==> src/shared/acpfc_pkg.sv <==
// package: constants, carrier types and states of the ac phase firing controller
package acpfc_pkg;
   // --------------------------------------------------------------------------
   // timing
   // --------------------------------------------------------------------------
   localparam int CLK_NS   = 10;                 // system clock period, 100 MHz
   localparam int TICK_NS  = 1447;               // delay timer tick, about 1.45 us
   localparam int TICK_CYC = TICK_NS / CLK_NS;   // clock cycles per timer tick
   localparam int GATE_US  = 100;                // triac gate pulse width
   localparam int GATE_TKI = (GATE_US * 1000) / TICK_NS;
   localparam int TICK_W   = 16;
   localparam int CNT_W    = 13;
   localparam int GATE_W   = 8;
   localparam logic [GATE_W-1:0] GATE_TK = GATE_TKI[GATE_W-1:0];

   // --------------------------------------------------------------------------
   // half period figures in timer ticks
   // --------------------------------------------------------------------------
   localparam logic [CNT_W-1:0] HALF_60_TK = 13'h1680;   // 8.33 ms
   localparam logic [CNT_W-1:0] HALF_50_TK = 13'h1B00;   // 10 ms
   localparam logic [CNT_W-1:0] THRESH_TK  = 13'h18C0;   // between the two
   localparam logic [CNT_W-1:0] MIN_TK     = 13'h12C0;   // shorter is a spike
   localparam logic [CNT_W-1:0] MAX_TK     = 13'h1F40;   // longer is no mains
   localparam logic [CNT_W-1:0] DIV_50     = 13'h0005;   // 50 Hz scale is 6/5
   localparam logic [2:0]       DET_RUN    = 3'h5;       // consecutive equal results
   localparam logic [4:0]       DET_TRIES  = 5'h10;      // measurements before halt

   // --------------------------------------------------------------------------
   // set-point lookup
   // --------------------------------------------------------------------------
   localparam int ADC_W = 10;
   localparam int IDX_W = 5;
   localparam int LUT_N = 20;
   localparam logic [14:0] IDX_MUL = 15'h0014;           // code * 20 / 1024
   localparam logic [CNT_W-1:0] DELAY_LUT [LUT_N] = '{
      13'h1680, 13'h1560, 13'h1440, 13'h1320, 13'h1200, 13'h10E0, 13'h0FC0,
      13'h0EA0, 13'h0D80, 13'h0C60, 13'h0B40, 13'h0A20, 13'h0900, 13'h07E0,
      13'h06C0, 13'h05A0, 13'h0480, 13'h0360, 13'h0240, 13'h0120};

   // --------------------------------------------------------------------------
   // carriers and states
   // --------------------------------------------------------------------------
   typedef struct packed {
      logic             valid;   // one-cycle strobe with a finished conversion
      logic [ADC_W-1:0] code;    // potentiometer reading
   } acpfc_adc_t;

   typedef struct packed {
      logic halted;    // no valid supply frequency, control locked out
      logic freq_ok;   // supply classified, speed control running
      logic is_50hz;   // classification: 1 = 50 Hz, 0 = 60 Hz
   } acpfc_stat_t;

   typedef enum logic [2:0] {ST_CONFIG, ST_SYNC, ST_MEASURE, ST_RUN, ST_HALT} acpfc_state_t;
endpackage : acpfc_pkg

==> src/acpfc_firing_ctrl.sv <==
// ac phase firing controller: frequency detection, set-point sampling, triac firing
`timescale 1ns/10ps

// Overview of operation
// - triac gate comes straight from one output flip-flop, no isolating stage.
// - after reset a configure step precedes supply frequency detection.
// - comparator and delay timer events decide each half cycle's firing moment.
// - during detection the timer runs from one comparator event to the next.
// - captured period is compared to a threshold: 50 Hz or 60 Hz.
// - classification accepted only after five equal consecutive results.
// - no valid frequency found: permanent halt, speed control never enabled.
// - the potentiometer is sampled through the converter again and again.
// - firing delay reload is refreshed from the table by the latest reading.
// - minimum to maximum potentiometer raises speed from standstill to full.
// - each zero crossing restarts the delay timer with the current reload.
// - delay timer expiry issues a gate pulse on the triac output.
// - firing repeats every half period, timer reloaded every time.
module acpfc_firing_ctrl
   import acpfc_pkg::*;
#(
   parameter int TICK_DIV = acpfc_pkg::TICK_CYC
) (
   input  wire logic                   clk,
   input  wire logic                   rst_b,
   input  wire logic                   clk_en,
   input  wire logic                   mains_sense_in,
   input  wire acpfc_pkg::acpfc_adc_t  setpoint_adc_in,
   output logic                        triac_gate_out,
   output logic                        adc_start_out,
   output acpfc_pkg::acpfc_stat_t      status_out
);
   // --------------------------------------------------------------------------
   // declarations
   // --------------------------------------------------------------------------
   acpfc_state_t     state_reg;
   logic [TICK_W-1:0] pre_reg;
   logic             tick_reg;
   logic             mains_q_reg;
   logic             zc;
   logic [CNT_W-1:0] meas_cnt;
   logic [CNT_W-1:0] delay_cnt;
   logic [CNT_W-1:0] rom_q;
   logic [CNT_W-1:0] target_next;
   logic [CNT_W-1:0] target_reg;
   logic             armed_reg;
   logic             fire;
   logic [GATE_W-1:0] gate_cnt_reg;
   logic             triac_gate_reg;
   logic             adc_start_reg;
   logic             adc_busy_reg;
   logic [ADC_W-1:0] adc_code_reg;
   logic [IDX_W-1:0] idx_reg;
   logic [14:0]      idx_prod;
   logic             meas_ok;
   logic             meas_is50;
   logic             last50_reg;
   logic [2:0]       streak_reg;
   logic [2:0]       streak_next;
   logic [4:0]       tries_reg;
   acpfc_stat_t      status_reg;

   // --------------------------------------------------------------------------
   // timer tick prescaler and zero-crossing events
   // --------------------------------------------------------------------------
   // one tick per TICK_DIV clocks; all period and delay figures count ticks
   always_ff @(posedge clk or negedge rst_b)
   begin
      if (!rst_b)
      begin
         pre_reg  <= '0;
         tick_reg <= 1'b0;
      end
      else if (clk_en)
      begin
         tick_reg <= (pre_reg == TICK_W'(TICK_DIV - 1));
         pre_reg  <= (pre_reg == TICK_W'(TICK_DIV - 1)) ? '0 : pre_reg + TICK_W'(1);
      end
   end

   // comparator output is synchronous; both edges mark a crossing each half cycle
   always_ff @(posedge clk or negedge rst_b)
   begin
      if (!rst_b)
         mains_q_reg <= 1'b0;
      else if (clk_en)
         mains_q_reg <= mains_sense_in;
   end

   // the first sample after reset is not an edge: the configure state gates it out
   assign zc = clk_en && (mains_sense_in ^ mains_q_reg) && (state_reg != ST_CONFIG);

   // --------------------------------------------------------------------------
   // period and delay timers
   // --------------------------------------------------------------------------
   // period timer starts on one event and is read on the next
   acpfc_tick_counter #(.W(CNT_W)) u_period (
      .clk       (clk),
      .rst_b     (rst_b),
      .ce        (clk_en),
      .clr       (zc),
      .inc       (tick_reg && (state_reg == ST_SYNC || state_reg == ST_MEASURE)),
      .count_reg (meas_cnt)
   );

   // delay timer restarts at every crossing while running
   acpfc_tick_counter #(.W(CNT_W)) u_delay (
      .clk       (clk),
      .rst_b     (rst_b),
      .ce        (clk_en),
      .clr       (zc),
      .inc       (tick_reg && armed_reg),
      .count_reg (delay_cnt)
   );

   // --------------------------------------------------------------------------
   // frequency classification
   // --------------------------------------------------------------------------
   assign meas_ok   = (meas_cnt >= MIN_TK) && (meas_cnt <= MAX_TK);
   assign meas_is50 = (meas_cnt > THRESH_TK);

   // a spike breaks the run; a differing valid result starts a new run
   always_comb
   begin
      if (!meas_ok)
         streak_next = 3'h0;
      else if (streak_reg != 3'h0 && meas_is50 == last50_reg)
         streak_next = streak_reg + 3'h1;
      else
         streak_next = 3'h1;
   end

   always_ff @(posedge clk or negedge rst_b)
   begin
      if (!rst_b)
      begin
         streak_reg <= 3'h0;
         last50_reg <= 1'b0;
         tries_reg  <= 5'h00;
      end
      else if (zc && state_reg == ST_MEASURE)
      begin
         streak_reg <= streak_next;
         last50_reg <= meas_is50;
         tries_reg  <= tries_reg + 5'h01;
      end
   end

   // --------------------------------------------------------------------------
   // control state machine
   // --------------------------------------------------------------------------
   // halt is a dead end: only reset leaves it
   always_ff @(posedge clk or negedge rst_b)
   begin
      if (!rst_b)
         state_reg <= ST_CONFIG;
      else if (clk_en)
      begin
         case (state_reg)
            ST_CONFIG:  state_reg <= ST_SYNC;
            ST_SYNC:
               if (zc)
                  state_reg <= ST_MEASURE;
               else if (meas_cnt >= MAX_TK)
                  state_reg <= ST_HALT;
            ST_MEASURE:
               if (zc && streak_next == DET_RUN)
                  state_reg <= ST_RUN;
               else if (zc && tries_reg == DET_TRIES - 5'h01)
                  state_reg <= ST_HALT;
               else if (!zc && meas_cnt >= MAX_TK)
                  state_reg <= ST_HALT;
            ST_RUN:     state_reg <= ST_RUN;
            default:    state_reg <= ST_HALT;
         endcase
      end
   end

   // status carries the accepted classification
   always_ff @(posedge clk or negedge rst_b)
   begin
      if (!rst_b)
         status_reg <= '0;
      else if (clk_en && zc && state_reg == ST_MEASURE && streak_next == DET_RUN)
         status_reg <= '{halted: 1'b0, freq_ok: 1'b1, is_50hz: meas_is50};
      else if (clk_en)
         status_reg.halted <= (state_reg == ST_HALT);
   end

   // --------------------------------------------------------------------------
   // background set-point sampling
   // --------------------------------------------------------------------------
   // a new conversion is asked for as soon as the last one returned
   always_ff @(posedge clk or negedge rst_b)
   begin
      if (!rst_b)
      begin
         adc_start_reg <= 1'b0;
         adc_busy_reg  <= 1'b0;
         adc_code_reg  <= '0;
      end
      else if (clk_en)
      begin
         adc_start_reg <= !adc_busy_reg && (state_reg != ST_CONFIG);
         if (setpoint_adc_in.valid && adc_busy_reg)
         begin
            adc_busy_reg <= 1'b0;
            adc_code_reg <= setpoint_adc_in.code;
         end
         else if (!adc_busy_reg && state_reg != ST_CONFIG)
            adc_busy_reg <= 1'b1;
      end
   end

   // scale the reading to a table index, 0 at minimum up to 19
   assign idx_prod = 15'(adc_code_reg) * IDX_MUL;

   always_ff @(posedge clk or negedge rst_b)
   begin
      if (!rst_b)
         idx_reg <= '0;
      else if (clk_en)
         idx_reg <= idx_prod[14:10];
   end

   acpfc_delay_rom u_rom (
      .clk      (clk),
      .rst_b    (rst_b),
      .ce       (clk_en),
      .addr     (idx_reg),
      .data_reg (rom_q)
   );

   // table is in 60 Hz ticks; a 50 Hz supply stretches it by 6/5
   assign target_next = status_reg.is_50hz ? rom_q + CNT_W'(rom_q / DIV_50) : rom_q;

   // --------------------------------------------------------------------------
   // firing
   // --------------------------------------------------------------------------
   assign fire = armed_reg && (delay_cnt >= target_reg) && !zc;

   // full-delay entry is standstill: the timer is never armed for it
   always_ff @(posedge clk or negedge rst_b)
   begin
      if (!rst_b)
      begin
         armed_reg  <= 1'b0;
         target_reg <= HALF_60_TK;
      end
      else if (clk_en)
      begin
         if (zc && state_reg == ST_RUN)
         begin
            armed_reg  <= (rom_q != DELAY_LUT[0]);
            target_reg <= target_next;
         end
         else if (fire)
            armed_reg <= 1'b0;
      end
   end

   // gate pulse ends after its width or at the next crossing, whichever first
   always_ff @(posedge clk or negedge rst_b)
   begin
      if (!rst_b)
      begin
         triac_gate_reg <= 1'b0;
         gate_cnt_reg   <= '0;
      end
      else if (clk_en)
      begin
         if (state_reg != ST_RUN || zc)
            triac_gate_reg <= 1'b0;
         else if (fire)
         begin
            triac_gate_reg <= 1'b1;
            gate_cnt_reg   <= GATE_TK;
         end
         else if (tick_reg && gate_cnt_reg != '0)
            gate_cnt_reg <= gate_cnt_reg - GATE_W'(1);
         else if (gate_cnt_reg == '0)
            triac_gate_reg <= 1'b0;
      end
   end

   // outputs straight from flip-flops, no isolating stage in the path
   assign triac_gate_out = triac_gate_reg;
   assign adc_start_out  = adc_start_reg;
   assign status_out     = status_reg;
endmodule : acpfc_firing_ctrl

==> src/acpfc_tick_counter.sv <==
// counter of timer ticks with synchronous clear, used for period and delay
`timescale 1ns/10ps
module acpfc_tick_counter #(
   parameter int W = 13
) (
   input  wire logic         clk,
   input  wire logic         rst_b,
   input  wire logic         ce,
   input  wire logic         clr,
   input  wire logic         inc,
   output logic [W-1:0]      count_reg
);
   // clear wins over a tick in the same cycle; saturates rather than wraps
   always_ff @(posedge clk or negedge rst_b)
   begin
      if (!rst_b)
         count_reg <= '0;
      else if (ce && clr)
         count_reg <= '0;
      else if (ce && inc && (count_reg != '1))
         count_reg <= count_reg + W'(1);
   end
endmodule : acpfc_tick_counter

==> src/acpfc_delay_rom.sv <==
// firing delay lookup table with registered read data
`timescale 1ns/10ps
module acpfc_delay_rom
   import acpfc_pkg::*;
(
   input  wire logic                       clk,
   input  wire logic                       rst_b,
   input  wire logic                       ce,
   input  wire logic [acpfc_pkg::IDX_W-1:0] addr,
   output logic [acpfc_pkg::CNT_W-1:0]     data_reg
);
   // out-of-range index reads the last entry, the shortest delay
   always_ff @(posedge clk or negedge rst_b)
   begin
      if (!rst_b)
         data_reg <= DELAY_LUT[0];
      else if (ce)
         data_reg <= (addr < IDX_W'(LUT_N)) ? DELAY_LUT[addr] : DELAY_LUT[LUT_N-1];
   end
endmodule : acpfc_delay_rom

==> config.mk <==
export PLATFORM = sky130hd
export DESIGN_NAME = acpfc_firing_ctrl
export DESIGN_NICKNAME = d
export VERILOG_FILES = /design/src/shared/acpfc_pkg.sv /design/src/acpfc_firing_ctrl.sv /design/src/acpfc_tick_counter.sv /design/src/acpfc_delay_rom.sv
export SDC_FILE = /design/constraint.sdc
export NUM_CORES = 1
export LEC_CHECK = 0
export BUFFER_PORTS_ARGS = -buffer_cell sky130_fd_sc_hd__buf_2
export CAP_MARGIN = 5
export CORE_MARGIN = 5
export CORE_UTILIZATION = 59
export CTS_BUF_LIST = sky130_fd_sc_hd__clkbuf_2 sky130_fd_sc_hd__clkbuf_4 sky130_fd_sc_hd__clkbuf_8
export DETAILED_ROUTE_END_ITERATION = 12
export GPL_TIMING_DRIVEN = 1
export PLACE_DENSITY = 0.85
export SLEW_MARGIN = 20
export SYNTH_ARGS = -nofsm -noshare
export SYNTH_HDL_FRONTEND = slang
export SYNTH_SLANG_ARGS = --single-unit
==> constraint.sdc <==
create_clock -name clk -period 8.1 [get_ports clk]
set_input_delay 0.405 -clock clk [delete_from_list [all_inputs] [get_ports clk]]
set_output_delay 0.405 -clock clk [all_outputs]
set_load 0.01 [all_outputs]
==> metrics.yaml <==
floorplanning:
  num_io_pins: 20
  num_rows: 41
  start_util_pct: 59.58
  core_sq_um: 12520
  dieHeight_um: 122.4
  die_x_um: 122.4
  die_area_sq_um: 14990
yosys:
  ys_async_sr_fraction_pct: 100.0
  synthTopCellsByCount: "dfrtp_1, nand2_1, ha_1, nor2_1, o21ai_0"
  synth_most_common_cell: "dfrtp_1"
  synth-edff-count: 0
  ys_ff_latch: 107
  netlist_instances: 814
  yosys_warnings: 0
  synth-main-ff-cell: "dfrtp_1"
  synth_area_leaders: "dfrtp_1, ha_1, xnor2_1"
  synth.avg_cell_area_sq_um: 9.161
  synth_area_leader_cell: "dfrtp_1"
  netlist-cell-type-count: 91
  yosys.area.top_type_share_pct: 33.22
  seq_area_frac_synth_pct: 36.04
  synth_fp_nets: 884
  syn_area_sq_um: 7457
drt:
  final_antenna_net_count: 0
  wire_per_inst_um: 14.63
  drc: 0
  drt_iter0_markers: 626
  drt-total-wl_um: 14630
  num_vias: 6004
  drtPass1Iterations: 5
  drt-vias-per-instance: 6.004
critical_path:
  worstPathMaxFanout: 12
  critPathSlowestCell: "dfstp_4"
  cp_data_arrival_time_ns: 7.97
  crit_path_end_kind: "flop"
  required_ns: 8.33
  slowest_delay_ns: 0.69
  start_kind: "flop"
  worstSetupPathType: "reg -> reg"
  cp_common_cell: "ha_1"
grt:
  met3_usage_pct: 2.765
  antenna_found_initial: 0
  grt_pass1_wl_um: 25660
  grt_max_degree: 56
  top_usage_layer: "met2"
  gr-total-overflow: 0
  grt_usage_pct: 20.39
  grt_use_met1_pct: 29.00
  met2_usage_pct: 33.39
  grt_pass1_vias: 5629
timing:
  finalHoldViolCount: 0
  skew_ns: 0.02079
  slew_headroom_pct: 49.08
  timing.fmax_mhz: 129.3
  min_period_ns: 7.736
  worst_pin_slew_ns: 0.7637
  setup_viol: 0
  slew_viol_final: 0
  min_period_over_period_pct: 95.51
clocking:
  numCtsBuffers: 9
  path_clk_slew_ns: 0.11
  cts_root_buf: "clkbuf_8"
  cts_tree: "yes"
  h-tree-depth: 3
  clkSinkCount: 107
  cts_hold_buf: 0
  cts_max_path_buffers: 2
  insertion_delay_ns: 0.38
outcome:
  status: "completed"
finish:
  diodes: 0
  drive_gt1_share_pct: 12.56
  fin_nets: 893
  fin_util_pct: 63.50
  syn2layout_area_growth_pct: 6.594
  largest_register_ffs: 16
place:
  hpwl_um: 10570
  gp_congestion: 0.8593
  io_buffers: 19
run:
  maxCapViolCount: 0
worst_hold_path:
  hold_class: "in -> async"
## cell families after synthesis
| kind of cell | synth area share [%] |
|---|---|
| XOR/XNOR | 7.735 |
| multiplexers | 4.094 |
| adder cells (fa/ha/maj) | 9.463 |
| AO/OA/AOI/OAI | 19.83 |
| buffers and inverters | 4.681 |
| flip-flops | 36.04 |
| AND/OR/NAND/NOR | 18.15 |
## final timing paths
kind | startpoint | end | slack [ns] | cells past startpoint
max | u_rom.data_reg[10] | target_reg[0] | 0.36 | 32
min | rst_b | idx_reg[1] | 0.06 | 1
max reg2reg | u_rom.data_reg[10] | target_reg[0] | 0.36 | 32
min reg2reg | pre_reg[15] | pre_reg[15] | 0.47 | 1
max in group asynchronous | rst_b | triac_gate_out | 6.93 | 2
min in group clk | setpoint_adc_in[0] | adc_code_reg[0] | 0.26 | 2
## layout make-up
cell class                      count  area, sq um
Clock buffer                        9        123.9
Fill cell                        1012         4568
Tap cell                          172        215.2
Inverter                           54        202.7
Timing Repair Buffer               32        195.2
Sequential cell                   107         2695
Clock inverter                      7        67.56
Multi-Input combinational cell    619         4449
## metal layers
metal	part of all wire [%]	wire, um
met4	1.0	148
met1	47	6899
met2	49	7105
met3	3.3	478
met5	0	0
## worst max-delay path: cells and delay by family (launching register included)
kind | cells | cell delay [ns]
AO/OA/AOI/OAI | 14 | 2.84
adder cells (fa/ha/maj) | 7 | 2.02
buffers and inverters | 5 | 0.46
flip-flops | 1 | 0.69
AND/OR/NAND/NOR | 6 | 1.59
## through the flow
step	worst slack, ns	area (sq um)	hold WS [ns]	instances	setup TNS [ns]
2_1_floorplan	0.5265	7457	0.1094	814	0
3_3_place_gp	0.3789	7706	0.4526	982	0
3_5_place_dp	0.1554	7706	0.4571	982	0
4_1_cts	0.1280	7898	0.08598	998	0
5_1_grt	-0.01401	7949	0.1117	1000	-0.01401
6_report	0.3635	7949	0.05807	1000	0
## cell usage in the layout, fill, tap and decap left out, types with 12 or more instances in the layout
| cell type | count |
|---|---|
| nor2_1 | 54 |
| a21o_1 | 16 |
| nor3_1 | 16 |
| nand2_1 | 74 |
| dfrtp_1 | 99 |
| and3_1 | 12 |
| buf_4 | 13 |
| o21ai_0 | 52 |
| xor2_1 | 28 |
| nand4_1 | 18 |
| mux2_2 | 20 |
| inv_1 | 51 |
| ha_1 | 53 |
| xnor2_1 | 36 |
| a21oi_1 | 43 |
| nand3_1 | 26 |
| buf_2 | 18 |
## timing repair
item,CTS,global route
resized for setup,0,7
endpoints found under the setup margin,0,2
setup buffers,0,2
Power is left out: the tool's default activity adds up to more than one toggle a clock period on the data nets, which glitch-free logic cannot reach.
